## src/design/pwmc_pkg.sv

```systemverilog
// constants and helpers shared by the multichannel pwm core
package pwmc_pkg;
  localparam int unsigned PWMC_CHANNELS = 8;
  localparam int unsigned PWMC_PAIRS = 4;
  localparam int unsigned PWMC_CNT_W = 16;
  localparam int unsigned PWMC_ADDR_W = 12;
  // register indices, byte address is four times the index
  localparam logic [7:0] PWMC_IDX_POLARITY = 8'hd1;
  localparam logic [7:0] PWMC_IDX_CONTROL = 8'hd2;
  localparam logic [7:0] PWMC_IDX_PIN_EN = 8'hd3;
  localparam logic [7:0] PWMC_IDX_PERIOD_LO = 8'hd4;
  localparam logic [7:0] PWMC_IDX_PERIOD_HI = 8'hd5;
  localparam logic [7:0] PWMC_IDX_DEAD_ZONE = 8'hd8;
  localparam logic [7:0] PWMC_IDX_IRQ_EN = 8'hd9;
  localparam logic [7:0] PWMC_IDX_DUTY0 = 8'he0;
  // control register fields
  localparam int unsigned PWMC_CTL_RUN = 7;
  localparam int unsigned PWMC_CTL_FLAG = 6;
  localparam int unsigned PWMC_CTL_CK_LSB = 4;
  localparam int unsigned PWMC_CTL_MD_LSB = 0;
  localparam int unsigned PWMC_MD_COMPL = 1;
  localparam int unsigned PWMC_MD_CENTRE = 0;
  localparam int unsigned PWMC_IRQ_EN_BIT = 0;
  // reset values
  localparam logic [7:0] PWMC_RST_BYTE = 8'h00;
  localparam logic [15:0] PWMC_RST_WORD = 16'h0000;
  localparam logic [7:0] PWMC_RST_DEAD = 8'h00;
  // prescaler source clock
  localparam int unsigned PWMC_FAST_OSC_MHZ = 32;

  function automatic logic [PWMC_ADDR_W-1:0] pwmc_addr(input logic [7:0] idx);
    pwmc_addr = {2'h0, idx, 2'h0};
  endfunction
endpackage
```

## src/design/pwmc_cnt_if.sv

```systemverilog
// shared counter bus from the timebase to the compare channels
`timescale 1ns/1ps
`default_nettype none
interface pwmc_cnt_if;
  logic [15:0] cnt;
  logic boundary;
  logic run;
  modport src (output cnt, output boundary, output run);
  modport snk (input cnt, input boundary, input run);
endinterface
`default_nettype wire

```

## src/design/pwmc_chan.sv

```systemverilog
// one duty compare channel with its shadowed duty value
`timescale 1ns/1ps
`default_nettype none
module pwmc_chan
  import pwmc_pkg::*;
(
  // clock and reset
  input wire logic clk,
  input wire logic resetn,
  // counter bus
  pwmc_cnt_if.snk cbus,
  // duty value and waveform
  input wire logic [15:0] duty,
  output logic wave
);
  logic [15:0] duty_sh_ff;

  // ************
  // duty shadow
  // ************
  always_ff @(posedge clk or negedge resetn) begin
    if (!resetn) begin
      duty_sh_ff <= PWMC_RST_WORD;
    end else if (cbus.boundary || !cbus.run) begin
      duty_sh_ff <= duty;
    end
  end

  // high while the count is below the duty value, so duty/(period+1)
  assign wave = cbus.run && (cbus.cnt < duty_sh_ff);
endmodule // pwmc_chan
`default_nettype wire

```

## src/design/pwmc_core.sv

```systemverilog
// eight output multichannel pwm core with apb register slave
`timescale 1ns/1ps
`default_nettype none
module pwmc_core
  import pwmc_pkg::*;
(
  // clock and reset
  input wire logic clk,
  input wire logic resetn,
  // apb slave
  input wire logic psel,
  input wire logic penable,
  input wire logic pwrite,
  input wire logic [PWMC_ADDR_W-1:0] paddr,
  input wire logic [31:0] pwdata,
  output logic [31:0] prdata,
  output logic pready,
  output logic pslverr,
  // pwm pins
  output logic [7:0] pwm_out,
  output logic [7:0] pwm_oe,
  // interrupt request
  output logic irq
);
  // ************
  // declarations
  // ************
  typedef enum logic [1:0] {
    PWMC_ST_IDLE = 2'b00,
    PWMC_ST_UP = 2'b01,
    PWMC_ST_DOWN = 2'b10
  } pwmc_state_t;

  logic [7:0] pol_ff;
  logic run_ff;
  logic flag_ff;
  logic [1:0] ck_sel_ff;
  logic [1:0] md_ff;
  logic [7:0] pin_en_ff;
  logic [15:0] period_ff;
  logic [7:0] dead_ff;
  logic irq_en_ff;
  logic [15:0] duty_ff [PWMC_CHANNELS];
  logic [31:0] prdata_ff;
  logic pready_ff;
  logic pslverr_ff;
  logic [7:0] pwm_out_ff;
  logic [7:0] pwm_oe_ff;
  logic irq_ff;
  logic [2:0] presc_ff;
  logic tick;
  logic [15:0] cnt_ff;
  logic [15:0] period_sh_ff;
  logic centre_sh_ff;
  pwmc_state_t state_ff;
  pwmc_state_t nxt_state;
  logic [15:0] nxt_cnt;
  logic ovf;
  logic [7:0] wave;
  logic [7:0] wave_d_ff;
  logic [7:0] dz_cnt_ff [PWMC_PAIRS];
  logic [7:0] shaped;
  logic access;
  logic wr_en;
  logic [31:0] rd_word;
  logic rd_hit;

  pwmc_cnt_if cbus ();

  // ************
  // apb access
  // ************
  assign access = psel && penable && !pready_ff;
  assign wr_en = psel && penable && pready_ff && pwrite && !pslverr_ff;

  always_comb begin
    rd_word = 32'h0000_0000;
    rd_hit = 1'b1;
    case (paddr)
      pwmc_addr(PWMC_IDX_POLARITY): rd_word = {24'h000000, pol_ff};
      pwmc_addr(PWMC_IDX_CONTROL): rd_word = {24'h000000, run_ff, flag_ff, ck_sel_ff, 2'b00, md_ff};
      pwmc_addr(PWMC_IDX_PIN_EN): rd_word = {24'h000000, pin_en_ff};
      pwmc_addr(PWMC_IDX_PERIOD_LO): rd_word = {24'h000000, period_ff[7:0]};
      pwmc_addr(PWMC_IDX_PERIOD_HI): rd_word = {24'h000000, period_ff[15:8]};
      pwmc_addr(PWMC_IDX_DEAD_ZONE): rd_word = {24'h000000, dead_ff};
      pwmc_addr(PWMC_IDX_IRQ_EN): rd_word = {31'h00000000, irq_en_ff};
      default: begin
        rd_hit = 1'b0;
        for (int i = 0; i < PWMC_CHANNELS; i++) begin
          if (paddr == pwmc_addr(PWMC_IDX_DUTY0 + 8'(i))) begin
            rd_word = {16'h0000, duty_ff[i]};
            rd_hit = 1'b1;
          end
        end
      end
    endcase
  end

  // one wait state: ready rises in the second access cycle
  always_ff @(posedge clk or negedge resetn) begin
    if (!resetn) begin
      pready_ff <= 1'b0;
      pslverr_ff <= 1'b0;
      prdata_ff <= 32'h0000_0000;
    end else begin
      pready_ff <= access;
      pslverr_ff <= access && !rd_hit;
      if (access && !pwrite && rd_hit) begin
        prdata_ff <= rd_word;
      end else if (access) begin
        prdata_ff <= 32'h0000_0000;
      end
    end
  end

  // ************
  // configuration registers
  // ************
  always_ff @(posedge clk or negedge resetn) begin
    if (!resetn) begin
      pol_ff <= PWMC_RST_BYTE;
      run_ff <= 1'b0;
      ck_sel_ff <= 2'b00;
      md_ff <= 2'b00;
      pin_en_ff <= PWMC_RST_BYTE;
      period_ff <= PWMC_RST_WORD;
      dead_ff <= PWMC_RST_DEAD;
      irq_en_ff <= 1'b0;
    end else if (wr_en) begin
      case (paddr)
        pwmc_addr(PWMC_IDX_POLARITY): pol_ff <= pwdata[7:0];
        pwmc_addr(PWMC_IDX_CONTROL): begin
          run_ff <= pwdata[PWMC_CTL_RUN];
          ck_sel_ff <= pwdata[PWMC_CTL_CK_LSB +: 2];
          md_ff <= pwdata[PWMC_CTL_MD_LSB +: 2];
        end
        pwmc_addr(PWMC_IDX_PIN_EN): pin_en_ff <= pwdata[7:0];
        pwmc_addr(PWMC_IDX_PERIOD_LO): period_ff[7:0] <= pwdata[7:0];
        pwmc_addr(PWMC_IDX_PERIOD_HI): period_ff[15:8] <= pwdata[7:0];
        pwmc_addr(PWMC_IDX_DEAD_ZONE): dead_ff <= pwdata[7:0];
        pwmc_addr(PWMC_IDX_IRQ_EN): irq_en_ff <= pwdata[PWMC_IRQ_EN_BIT];
        default: ;
      endcase
    end
  end

  always_ff @(posedge clk or negedge resetn) begin
    if (!resetn) begin
      for (int i = 0; i < PWMC_CHANNELS; i++) begin
        duty_ff[i] <= PWMC_RST_WORD;
      end
    end else if (wr_en) begin
      for (int i = 0; i < PWMC_CHANNELS; i++) begin
        if (paddr == pwmc_addr(PWMC_IDX_DUTY0 + 8'(i))) begin
          duty_ff[i] <= pwdata[15:0];
        end
      end
    end
  end

  // ************
  // overflow flag
  // ************
  always_ff @(posedge clk or negedge resetn) begin
    if (!resetn) begin
      flag_ff <= 1'b0;
    end else if (ovf) begin
      flag_ff <= 1'b1;
    end else if (wr_en && paddr == pwmc_addr(PWMC_IDX_CONTROL) && !pwdata[PWMC_CTL_FLAG]) begin
      flag_ff <= 1'b0;
    end
  end

  always_ff @(posedge clk or negedge resetn) begin
    if (!resetn) begin
      irq_ff <= 1'b0;
    end else begin
      irq_ff <= flag_ff && irq_en_ff;
    end
  end

  // ************
  // prescaler
  // ************
  // clk stands in for the fast oscillator source of the prescaler
  always_ff @(posedge clk or negedge resetn) begin
    if (!resetn) begin
      presc_ff <= 3'h0;
    end else if (!run_ff || tick) begin
      presc_ff <= 3'h0;
    end else begin
      presc_ff <= presc_ff + 3'h1;
    end
  end

  assign tick = run_ff && (presc_ff == ((3'h1 << ck_sel_ff) - 3'h1));

  // ************
  // timebase
  // ************
  always_comb begin
    nxt_state = state_ff;
    nxt_cnt = cnt_ff;
    ovf = 1'b0;
    case (state_ff)
      PWMC_ST_IDLE: begin
        nxt_cnt = 16'h0000;
        if (run_ff) begin
          nxt_state = PWMC_ST_UP;
        end
      end
      PWMC_ST_UP: begin
        if (tick) begin
          if (cnt_ff == period_sh_ff) begin
            if (centre_sh_ff) begin
              nxt_state = PWMC_ST_DOWN;
            end else begin
              nxt_cnt = 16'h0000;
              ovf = 1'b1;
            end
          end else begin
            nxt_cnt = cnt_ff + 16'h0001;
          end
        end
      end
      PWMC_ST_DOWN: begin
        if (tick) begin
          if (cnt_ff == 16'h0000) begin
            nxt_state = PWMC_ST_UP;
            ovf = 1'b1;
          end else begin
            nxt_cnt = cnt_ff - 16'h0001;
          end
        end
      end
      default: begin
        nxt_state = PWMC_ST_IDLE;
        nxt_cnt = 16'h0000;
      end
    endcase
    if (!run_ff) begin
      nxt_state = PWMC_ST_IDLE;
      nxt_cnt = 16'h0000;
      ovf = 1'b0;
    end
  end

  always_ff @(posedge clk or negedge resetn) begin
    if (!resetn) begin
      state_ff <= PWMC_ST_IDLE;
      cnt_ff <= PWMC_RST_WORD;
    end else begin
      state_ff <= nxt_state;
      cnt_ff <= nxt_cnt;
    end
  end

  // period and alignment shadows load at the boundary or while stopped
  always_ff @(posedge clk or negedge resetn) begin
    if (!resetn) begin
      period_sh_ff <= PWMC_RST_WORD;
      centre_sh_ff <= 1'b0;
    end else if (ovf || !run_ff) begin
      period_sh_ff <= period_ff;
      centre_sh_ff <= md_ff[PWMC_MD_CENTRE];
    end
  end

  assign cbus.cnt = cnt_ff;
  assign cbus.boundary = ovf;
  assign cbus.run = run_ff && (state_ff != PWMC_ST_IDLE);

  // ************
  // compare channels
  // ************
  for (genvar g = 0; g < PWMC_CHANNELS; g++) begin : g_chan
    pwmc_chan u_chan (
      .clk(clk),
      .resetn(resetn),
      .cbus(cbus),
      .duty(duty_ff[g]),
      .wave(wave[g])
    );
  end

  // ************
  // dead zone and pairing
  // ************
  always_ff @(posedge clk or negedge resetn) begin
    if (!resetn) begin
      wave_d_ff <= PWMC_RST_BYTE;
      for (int p = 0; p < PWMC_PAIRS; p++) begin
        dz_cnt_ff[p] <= PWMC_RST_DEAD;
      end
    end else begin
      wave_d_ff <= wave;
      for (int p = 0; p < PWMC_PAIRS; p++) begin
        if (wave[2*p] != wave_d_ff[2*p] && dead_ff != 8'h00) begin
          dz_cnt_ff[p] <= dead_ff - 8'h01;
        end else if (dz_cnt_ff[p] != 8'h00) begin
          dz_cnt_ff[p] <= dz_cnt_ff[p] - 8'h01;
        end
      end
    end
  end

  always_comb begin
    shaped = wave;
    if (md_ff[PWMC_MD_COMPL]) begin
      for (int p = 0; p < PWMC_PAIRS; p++) begin
        if ((wave[2*p] != wave_d_ff[2*p] && dead_ff != 8'h00) || dz_cnt_ff[p] != 8'h00) begin
          shaped[2*p] = 1'b0;
          shaped[2*p+1] = 1'b0;
        end else begin
          shaped[2*p] = wave[2*p];
          shaped[2*p+1] = cbus.run && !wave[2*p];
        end
      end
    end
  end

  // ************
  // pin drive
  // ************
  always_ff @(posedge clk or negedge resetn) begin
    if (!resetn) begin
      pwm_out_ff <= PWMC_RST_BYTE;
      pwm_oe_ff <= PWMC_RST_BYTE;
    end else begin
      pwm_out_ff <= shaped ^ pol_ff;
      pwm_oe_ff <= run_ff ? pin_en_ff : 8'h00;
    end
  end

  assign prdata = prdata_ff;
  assign pready = pready_ff;
  assign pslverr = pslverr_ff;
  assign pwm_out = pwm_out_ff;
  assign pwm_oe = pwm_oe_ff;
  assign irq = irq_ff;
endmodule // pwmc_core
`default_nettype wire

```

## config.mk

```make
export PLATFORM = sky130hd
export DESIGN_NAME = pwmc_core
export DESIGN_NICKNAME = d
export VERILOG_FILES = /design/src/design/pwmc_pkg.sv /design/src/design/pwmc_cnt_if.sv /design/src/design/pwmc_chan.sv /design/src/design/pwmc_core.sv
export SDC_FILE = /design/constraint.sdc
export NUM_CORES = 1
export LEC_CHECK = 0
export BUFFER_PORTS_ARGS = -buffer_cell sky130_fd_sc_hd__clkbuf_2
export CAP_MARGIN = 20
export CELL_PAD_IN_SITES_DETAIL_PLACEMENT = 1
export CELL_PAD_IN_SITES_GLOBAL_PLACEMENT = 1
export CORE_MARGIN = 3
export CORE_UTILIZATION = 50
export DETAILED_ROUTE_END_ITERATION = 8
export PLACE_DENSITY_LB_ADDON = 0.1
export SLEW_MARGIN = 25
export SYNTH_ARGS = -nofsm -noshare
export SYNTH_HDL_FRONTEND = slang
export SYNTH_SLANG_ARGS = --single-unit
```

## constraint.sdc

```tcl
create_clock -name clk -period 3.6 [get_ports clk]
set_input_delay 0.18 -clock clk [delete_from_list [all_inputs] [get_ports clk]]
set_output_delay 0.18 -clock clk [all_outputs]
set_load 0.005 [all_outputs]
```

==> results of run 1 <==
[layer usage]
metal	share of wire, %	track usage, %	up-vias
li1	-	-	7241
met3	5.9	5.892	149
met2	47	51.19	449
met4	3.8	11.57	2
met5	0.016	0	-
met1	43	41.76	8635
[sequential cells by signal (all words and copies together), names as in the netlist, 2 cells and up]
name	cells
prdata	16
md_ff	2
pol_ff	8
cbus.cnt	16
pwm_oe	8
period_ff	16
pwm_out	8
presc_ff	3
period_sh_ff	16
duty_ff	128
wave_d_ff	4
state_ff	2
g_chan.u_chan.duty_sh_ff	128
dead_ff	8
dz_cnt_ff	32
pin_en_ff	8
ck_sel_ff	2
[where the power goes]
part | switching [mW] | total [mW] | internal [mW]
registers | 0.567 | 5.60 | 5.03
clock network | 2.02 | 4.89 | 2.86
logic | 7.55 | 12.7 | 5.19
[worst max path at each step]
stage / to / slack [ps]
3_5_place_dp: dz_cnt_ff[0]$_DFFE_PN0P_ / 240
4_1_cts: pwm_out[7]$_DFF_PN0_ / 190
5_1_grt: pwm_out[7]$_DFF_PN0_ / 30
2_1_floorplan: dz_cnt_ff[18]$_DFFE_PN0P_ / 1060
3_3_place_gp: pwm_out[7]$_DFF_PN0_ / 300
6_report: pwm_out[7]$_DFF_PN0_ / 90
[area by class of cell]
class                      count  area, µm²
fill                        4597      18410
multi-input combinational   1319      10900
sequential                   412      10310
clock buffer                  68       1376
timing repair buffer         156       1109
tap                          585      732.0
inverter                     144      540.5
clock inverter                15      172.7
[cells in the final DEF (no fill, tap or decap), types with 8 or more instances in the layout]
cell and n:
conb_1 16, nand2_1 103, mux2_4 96, clkbuf_2 66, clkbuf_16 48, a22o_1 10
clkbuf_1 10, nand3_1 37, o22ai_1 12, dfrtp_1 412, xor2_1 39, nor2b_1 22
ha_1 134, mux2i_1 20, inv_1 144, nand4_1 22, nand2b_1 14, a32oi_1 8
o21ai_0 91, buf_4 79, or3_1 10, o31ai_1 8, nor4_1 18, a21oi_1 63
a211oi_1 12, clkinv_2 8, and3_1 8, xnor2_1 33, a22oi_1 32, mux2_2 220
nor2_1 95, nor3_1 38, a31oi_1 16, and2_1 10, clkbuf_8 10, a21o_1 18
a221oi_1 13
[worst max-delay path, stage by stage, from the launching register on]
cell,delay [ps]
dfrtp_1,590
buf_4,300
ha_1,290
nand3_1,80
o31ai_1,390
o21ai_0,360
buf_4,260
o21a_1,160
a2111oi_0,420
buf_4,250
a21o_1,110
xor2_1,190
[metrics by stage]
step | power [mW] | setup slack (ps) | std cells
floorplan | 14.11 | 1060 | 1976
global placement | 17.73 | 296.9 | 2613
detailed placement | 18.20 | 243.6 | 2613
CTS | 23.22 | 187.1 | 2699
global route | 24.65 | 28.83 | 2699
finish | 23.23 | 94.43 | 2699
[timing repair]
| item | 4_1_cts | 5_1_grt |
|---|---|---|
| endpoints found under the setup margin | 0 | 0 |
| hold buffers | 3 | 0 |
| hold endpoints to repair | 105 | 0 |
| resized for setup | 0 | 0 |
[kinds of logic (layout without fill, tap and decap cells)]
| logic type | Yosys count | after routing | synth area share, % |
|---|---|---|---|
| and+or+nand+nor | 415 | 415 | 9.355 |
| DFF | 412 | 412 | 46.29 |
| AOI/OAI and AO/OA | 345 | 345 | 10.33 |
| muxes | 337 | 337 | 18.60 |
| buffers and inverters | 245 | 383 | 5.051 |
| adders and majority gates | 134 | 134 | 7.529 |
| xor gates and xnor gates | 72 | 72 | 2.832 |
| other | 1 | 16 | 0.01684 |
==> impl_metrics.ini, run 1 <==
[yosys]
yosysUniqueCellTypes = 79
netlist.area_leader.share_pct = 46.29
syn_inst = 1961
synth_top_area_cell = dfrtp_1
netlist_area_mm2 = 0.02227
netlist_top_cells_area = dfrtp_1 (46%), mux2_2 (11%), ha_1 (7.5%)
synthFlopType = dfrtp_1
synth-seq-cells = 412
synth_commonest_cells = dfrtp_1 (412), mux2_2 (220), inv_1 (144), ha_1 (134), nand2_1 (103)
yosysMostFrequentCell = dfrtp_1
synth-edff-count = 0
ys_warn_count = 0
syn-mean-instance-area_um2 = 11.36
yosysSeqAreaShare_pct = 46.29
async_flop_share_pct = 100.0

[flow_run]
drv_cap = 0

[global_routing]
antenna_found_initial = 1
first_global_vias = 18056
grt_overflow = 0
grt_pass1_wl_um = 111600
grt.total_usage_pct = 31.31
grt_start_max_net_pins = 108

[status]
outcome = finished, final reports clean

[place]
hpwl_um = 52490
port_buffers = 67
placed_area_mm2 = 0.02356
place_congestion = 0.9747

[clock_network]
clock-sinks = 412
cts-root-buf = clkbuf_16
cts_setup_buffers = 0
clockBufferDepth = 3
h-tree-depth = 2
clkTransAtPathRegs_ps = 60
cts_tree = built
insertion_delay_ps = 600
cts_buffers = 47

[floorplan]
die_h_um = 217.0
floorplan.initialDensity_pct = 51.13
die_area_mm2 = 0.04711
io_pins = 100
core_area_mm2 = 0.04355
die_w_um = 217.0
rows = 76

[timing]
fin_crit_sh_pct = 97.38
rsz0062_at_grt = false
final_hold_viol_count = 0
setup_viol = 0
timing.fmax_mhz = 285.3
finalSetupTns_ps = 0
period_minus_slack_ps = 3506
slew_headroom_pct = 35.65
hold-worst-slack_ps = 44.93
max_slew.worst_pin.slew_ps = 961.7
finalClockSkew_ps = 32.44
slew_viol_final = 0

[setup_path]
endpoint_kind = register
critPathLaunchType = register
r2r-end = pwm_out[7]$_DFF_PN0_
critPathKind = reg2reg
path_max_fanout = 10
worst_ep_arrival_time_ps = 4000
crit_required_ps = 4100
reg2reg_depth = 11
r2r_setup_slack_ps = 90
r2r_start = cbus.cnt[8]$_DFFE_PN0P_
crit_start = cbus.cnt[8]$_DFFE_PN0P_

[layout]
nNetsFinal = 2263
drive_above_1_share_pct = 26.92
antenna_cells = 0
fin_util_pct = 57.73
area_growth_pct = 12.91
fin_area_mm2 = 0.02514

[detailed_routing]
wl_per_cell_um = 27.18
drt_first_iter_violations = 1231
route.detailed.drc = 0
avgViaCountPerCell = 6.104
vias = 16476
drt_wl_total_um = 73350
drtAntennaViolNets = 0
first_pass_iters = 7

[power]
powerDensity_mw_per_mm2 = 923.8
p_leak_nw = 12.20
vdd_drop_max_v = 0.002208

[worst_hold_path]
hp-start = pwdata[11]
whs_path_depth = 2
holdPathEnd = duty_ff[75]$_DFFE_PN0P_
hp-class = in2reg
Note: power is estimated with default switching activity, not from simulation.
==> run 2: changes to the inputs <==
Settings changed: SETUP_SLACK_MARGIN set to 0.1.
==> run 2 against run 1 <==
Against the previous run: utilization about the same; critical path depth stayed put; maximum frequency up 3.7%; power hardly changed; clock power is essentially flat; worst setup slack better by 120 ps; cell count did not move; largest power group unchanged; sequential cell count unchanged; first-iteration DRC count fell by 9.4%; die area did not move; via count about the same.
==> impl_metrics.ini, run 2 (synthesized netlist as in run 1, its figures left out) <==
[global_routing]
grt_pass1_wl_um = 111600
grt.total_usage_pct = 31.31
grt_overflow = 0
first_global_vias = 18056
antenna_found_initial = 1
grt_start_max_net_pins = 108

[power]
p_sw_mw = 10.13
pwr-share-comb_pct = 54.8
p_sw_share_pct = 43.65
vdd_drop_max_v = 0.002202
power.share.sequential_pct = 24.1
clkPwrFrac_pct = 21.1
powerDensity_mw_per_mm2 = 923.2
p_leak_nw = 12.20
intPower_mw = 13.08

[detailed_routing]
drt_wl_total_um = 73290
avgViaCountPerCell = 6.105
wl_per_cell_um = 27.15
vias = 16477
drtAntennaViolNets = 0
drt_first_iter_violations = 1115
first_pass_iters = 7
route.detailed.drc = 0

[timing]
slew_headroom_pct = 38.06
period_minus_slack_ps = 3382
final_hold_viol_count = 0
finalSetupTns_ps = 0
fin_crit_sh_pct = 93.93
slew_viol_final = 0
setup_viol = 0
timing.fmax_mhz = 295.7
rsz0062_at_grt = false
setup_slack_ps = 218.4
max_slew.worst_pin.slew_ps = 925.7
finalClockSkew_ps = 31.64

[layout]
layout_common_cells = dfrtp_1 (412), mux2_2 (220), inv_1 (144)
drive_above_1_share_pct = 26.92
fin_util_pct = 57.74
nNetsFinal = 2263
largestRegisters = duty_ff (128), g_chan.u_chan.duty_sh_ff (128), dz_cnt_ff (32)
area_growth_pct = 12.91
antenna_cells = 0
final_common_cell = dfrtp_1
fillers = 4598

[clock_network]
cts_buffers = 47
clkTransAtPathRegs_ps = 60
cts-root-buf = clkbuf_16
clock-sinks = 412
cts_setup_buffers = 0
insertion_delay_ps = 600
h-tree-depth = 2
clockBufferDepth = 3
cts_tree = built

[place]
hpwl_um = 52490
port_buffers = 67
place_congestion = 0.9747
dp_slack_ps = 243.6

[worst_hold_path]
whs_path_depth = 2
hp-class = in2reg
holdPathEnd = duty_ff[8]$_DFFE_PN0P_
hp-start = pwdata[8]

[floorplan]
rows = 76
floorplan.initialDensity_pct = 51.13
die_h_um = 217.0
die_w_um = 217.0
core_area_mm2 = 0.04355
die_area_mm2 = 0.04711
io_pins = 100

[setup_path]
critPathKind = reg2reg
endpoint_kind = register
cp_common_cell = buf_4
reg2reg_depth = 11
path_max_fanout = 10
path_cells = buf_4, ha_1, nand3_1, o31ai_1, o21ai_0, buf_4, o21a_1, a2111oi_1, buf_4, a21o_1, xor2_1
cp_slowest_cell = dfrtp_1
crit_required_ps = 4090
r2r-end = pwm_out[7]$_DFF_PN0_
critPathLaunchType = register
worst_ep_arrival_time_ps = 3870
r2r_setup_slack_ps = 220
cp_slowest_stage_delay_ps = 590
r2r_start = cbus.cnt[8]$_DFFE_PN0P_

[flow_run]
drv_cap = 0

[status]
outcome = finished, final reports clean
[run 2: cell count changes in the layout (fill, tap and decap cells not counted)]
cell	delta
a2111oi_1	+1
a2111oi_0	-1
[run 2: worst max-delay path by stage]
stage	start	endpoint	depth (start not counted)
after global routing	cbus.cnt[8]$_DFFE_PN0P_	pwm_out[7]$_DFF_PN0_	11
after global placement	cbus.cnt[8]$_DFFE_PN0P_	pwm_out[7]$_DFF_PN0_	11
after floorplan	cbus.cnt[11]$_DFFE_PN0P_	dz_cnt_ff[18]$_DFFE_PN0P_	8
after CTS	cbus.cnt[8]$_DFFE_PN0P_	pwm_out[7]$_DFF_PN0_	11
after detailed placement	cbus.cnt[8]$_DFFE_PN0P_	dz_cnt_ff[0]$_DFFE_PN0P_	10
final	cbus.cnt[8]$_DFFE_PN0P_	pwm_out[7]$_DFF_PN0_	11
[run 2: per-stage QoR]
stage / hold slack (ps) / instances / instance area, µm² / power [mW]
after global placement: 323.1 / 2613 / 23560 / 17.73
after global routing: 41.78 / 2699 / 25150 / 24.65
after CTS: 14.38 / 2699 / 25140 / 23.22
final: 48.97 / 2699 / 25150 / 23.21
after detailed placement: 333.8 / 2613 / 23560 / 18.20
after floorplan: -115.6 / 1976 / 22330 / 14.11
[run 2: area by class of cell]
class	instances	area [µm²]	area share (%)
tap	585	732.0	2.911
sequential	412	10310	41.00
clock inverter	15	172.7	0.6867
multi-input combinational	1319	10910	43.37
inverter	144	540.5	2.150
timing repair buffer	156	1109	4.409
clock buffer	68	1376	5.473
[run 2: routing by layer]
metal	vias to the layer above	track usage, %	part of all wire, %
met5	-	0	0.016
met3	144	5.892	5.6
met1	8646	41.76	43
met2	444	51.19	47
met4	2	11.57	3.7
li1	7241	-	-
[run 2: power groups by stage]
| stage | clock network, mW | registers, mW | logic [mW] |
|---|---|---|---|
| 2_1_floorplan | 0 | 5.43 | 8.68 |
| 3_3_place_gp | 0 | 5.64 | 12.1 |
| 3_5_place_dp | 0 | 5.66 | 12.5 |
| 4_1_cts | 4.96 | 5.59 | 12.7 |
| 5_1_grt | 5.18 | 5.64 | 13.8 |
| 6_report | 4.89 | 5.60 | 12.7 |
[run 2: critical path: cells and delay by family (launching register included)]
kind | cells | cell delay (ps)
AND/OR/NAND/NOR | 1 | 80
AO/OA/AOI/OAI | 5 | 1320
buffers and inverters | 3 | 800
adder cells (fa/ha/maj) | 1 | 290
XOR/XNOR | 1 | 200
flip-flops | 1 | 590
[run 2: timing repair]
item,CTS,global route
endpoints found under the setup margin,0,1
hold buffers,3,0
hold endpoints to repair,105,0
resized for setup,0,1
==> run 3: changes to the inputs <==
Clock period 3.6 ns to 3.7 ns, I/O delays scaled along.
==> run 3 against run 2 <==
Against the previous run: clock power is 5.9% lower; first-iteration DRC count rose by 19%; sequential power down 3%.
==> impl_metrics.ini, run 3 (synthesized netlist as in run 1, its figures left out) <==
[detailed_routing]
first_pass_iters = 5
wl_per_cell_um = 26.58
route.detailed.drc = 0
drt_wl_total_um = 71770
avgViaCountPerCell = 6.125
vias = 16537
drtAntennaViolNets = 0
drt_first_iter_violations = 1330

[layout]
layout_common_cells = dfrtp_1 (412), mux2_2 (220), inv_1 (144)
final_common_cell = dfrtp_1
antenna_cells = 0
nNetsFinal = 2268
fin_area_mm2 = 0.02513
drive_above_1_share_pct = 26.76
largestRegisters = duty_ff (128), g_chan.u_chan.duty_sh_ff (128), dz_cnt_ff (32)
instances_no_fill = 2700
area_growth_pct = 12.86
fin_util_pct = 57.71

[timing]
rsz0062_at_grt = false
finalClockSkew_ps = 40.54
slew_viol_final = 0
timing.fmax_mhz = 293.4
max_slew.worst_pin.slew_ps = 987.1
finalSetupTns_ps = 0
final_hold_viol_count = 0
slew_headroom_pct = 34.19
period_minus_slack_ps = 3408
fin_crit_sh_pct = 92.12
setup_viol = 0

[power]
intPower_mw = 12.64
p_sw_mw = 9.831
p_sw_share_pct = 43.76
p_leak_nw = 12.19
vdd_drop_max_v = 0.001302
power.share.sequential_pct = 24.1
clkPwrFrac_pct = 20.5
pwr-share-comb_pct = 55.4
powerDensity_mw_per_mm2 = 893.9

[setup_path]
r2r-end = g_chan[7].u_chan.duty_sh_ff[1]$_DFFE_PN0P_
path_depth = 11
crit_start = cbus.cnt[11]$_DFFE_PN0P_
endpoint_kind = register
cp_common_cell = buf_4
r2r_setup_slack_ps = 290
crit_required_ps = 4180
critPathLaunchType = register
crit_family = buffers and inverters
worst_ep_arrival_time_ps = 3890
path_max_fanout = 70
cp_slowest_stage_delay_ps = 500
path_cells = buf_4, buf_4, xor2_1, nor4_1, buf_4, nand4_1, buf_4, o31ai_2, a21oi_4, buf_12, mux2_4
critPathKind = reg2reg
cp_slowest_cell = dfrtp_1
endpoint = g_chan[7].u_chan.duty_sh_ff[1]$_DFFE_PN0P_
reg2reg_depth = 11
cp_num_buf_inv = 5
r2r_start = cbus.cnt[11]$_DFFE_PN0P_

[clock_network]
clkTransAtPathRegs_ps = 60
cts-root-buf = clkbuf_16
h-tree-depth = 2
clock-sinks = 412
cts_buffers = 47
clockBufferDepth = 3
cts_tree = built
insertion_delay_ps = 610

[place]
placed_area_mm2 = 0.02362
hpwl_um = 52420
port_buffers = 67
dp_cells = 2618
place_congestion = 0.9824

[status]
outcome = finished, final reports clean

[floorplan]
die_area_mm2 = 0.04711
io_pins = 100
core_area_mm2 = 0.04355
die_w_um = 217.0
die_h_um = 217.0
floorplan.initialDensity_pct = 51.13
rows = 76

[flow_run]
drv_cap = 0

[global_routing]
first_global_vias = 17788
grt_start_max_net_pins = 101
grt_pass1_wl_um = 110300
antenna_found_initial = 0
grt.total_usage_pct = 30.69
grt_overflow = 0

[worst_hold_path]
hp-class = in2reg
run 3: cell types whose count changed in the layout (fill, tap and decap cells not counted), sizes merged:
cell,before,now
buf,87,92
bufinv,3,2
clkbuf,134,135
clkinv,11,5
clkinvlp,0,1
inv,145,146
run 3: power groups by stage:
| stage | combinational, mW | sequential [mW] | clock (mW) |
|---|---|---|---|
| 6_report | 12.4 | 5.41 | 4.60 |
| 5_1_grt | 13.4 | 5.45 | 4.89 |
| 4_1_cts | 12.4 | 5.40 | 4.68 |
| 3_5_place_dp | 12.3 | 5.48 | 0 |
| 3_3_place_gp | 11.8 | 5.46 | 0 |
| 2_1_floorplan | 8.45 | 5.28 | 0 |
run 3: how the worst min path moves through the flow:
stage                from                        end  slack (ps)  cells past startpoint
2_1_floorplan      resetn    cbus.cnt[0]$_DFFE_PN0P_        -110                      0
3_3_place_gp       resetn  dz_cnt_ff[17]$_DFFE_PN0P_         300                      1
3_5_place_dp       resetn  dz_cnt_ff[17]$_DFFE_PN0P_         310                      1
4_1_cts        pwdata[10]    duty_ff[58]$_DFFE_PN0P_          10                      2
5_1_grt        pwdata[10]    duty_ff[26]$_DFFE_PN0P_          40                      2
6_report       pwdata[10]    duty_ff[58]$_DFFE_PN0P_          50                      2
run 3: timing repair:
item	4_1_cts	5_1_grt
endpoints found under the setup margin	0	0
buffers inserted	0	0
hold buffers	3	0
resized for setup	0	0
hold endpoints to repair	98	0
run 3: worst register-to-register path: cells and delay by family (launching register included):
kind	cells	cell delay (ps)
buf+inv	5	1040
xor+xnor	1	160
flops	1	500
simple gates	2	430
compound gates	2	560
mux	1	610
run 3: layout make-up:
class | count | area (µm²)
Inverter | 144 | 540.5
Clock buffer | 69 | 1360
Clock inverter | 10 | 121.4
Sequential cell | 412 | 10310
Timing Repair Buffer | 161 | 1171
Tap cell | 585 | 732.0
Multi-Input combinational cell | 1319 | 10900
Fill cell | 4623 | 18420
run 3: through the flow:
| step | hold slack [ps] | total power [mW] | worst slack (ps) |
|---|---|---|---|
| CTS | 12.60 | 22.48 | 414.2 |
| global placement | 298.5 | 17.30 | 500.7 |
| floorplan | -110.6 | 13.73 | 1160 |
| finish | 46.72 | 22.47 | 291.7 |
| global route | 42.93 | 23.74 | 225.9 |
| detailed placement | 305.7 | 17.77 | 428.1 |
run 3: per-layer routing:
layer,global-route usage [%],vias to the layer above,routed length [µm]
met5,0,-,0
met4,9.589,0,2038
met3,4.887,127,3740
met2,49.89,442,34040
met1,42.52,8734,31950
li1,-,7234,-
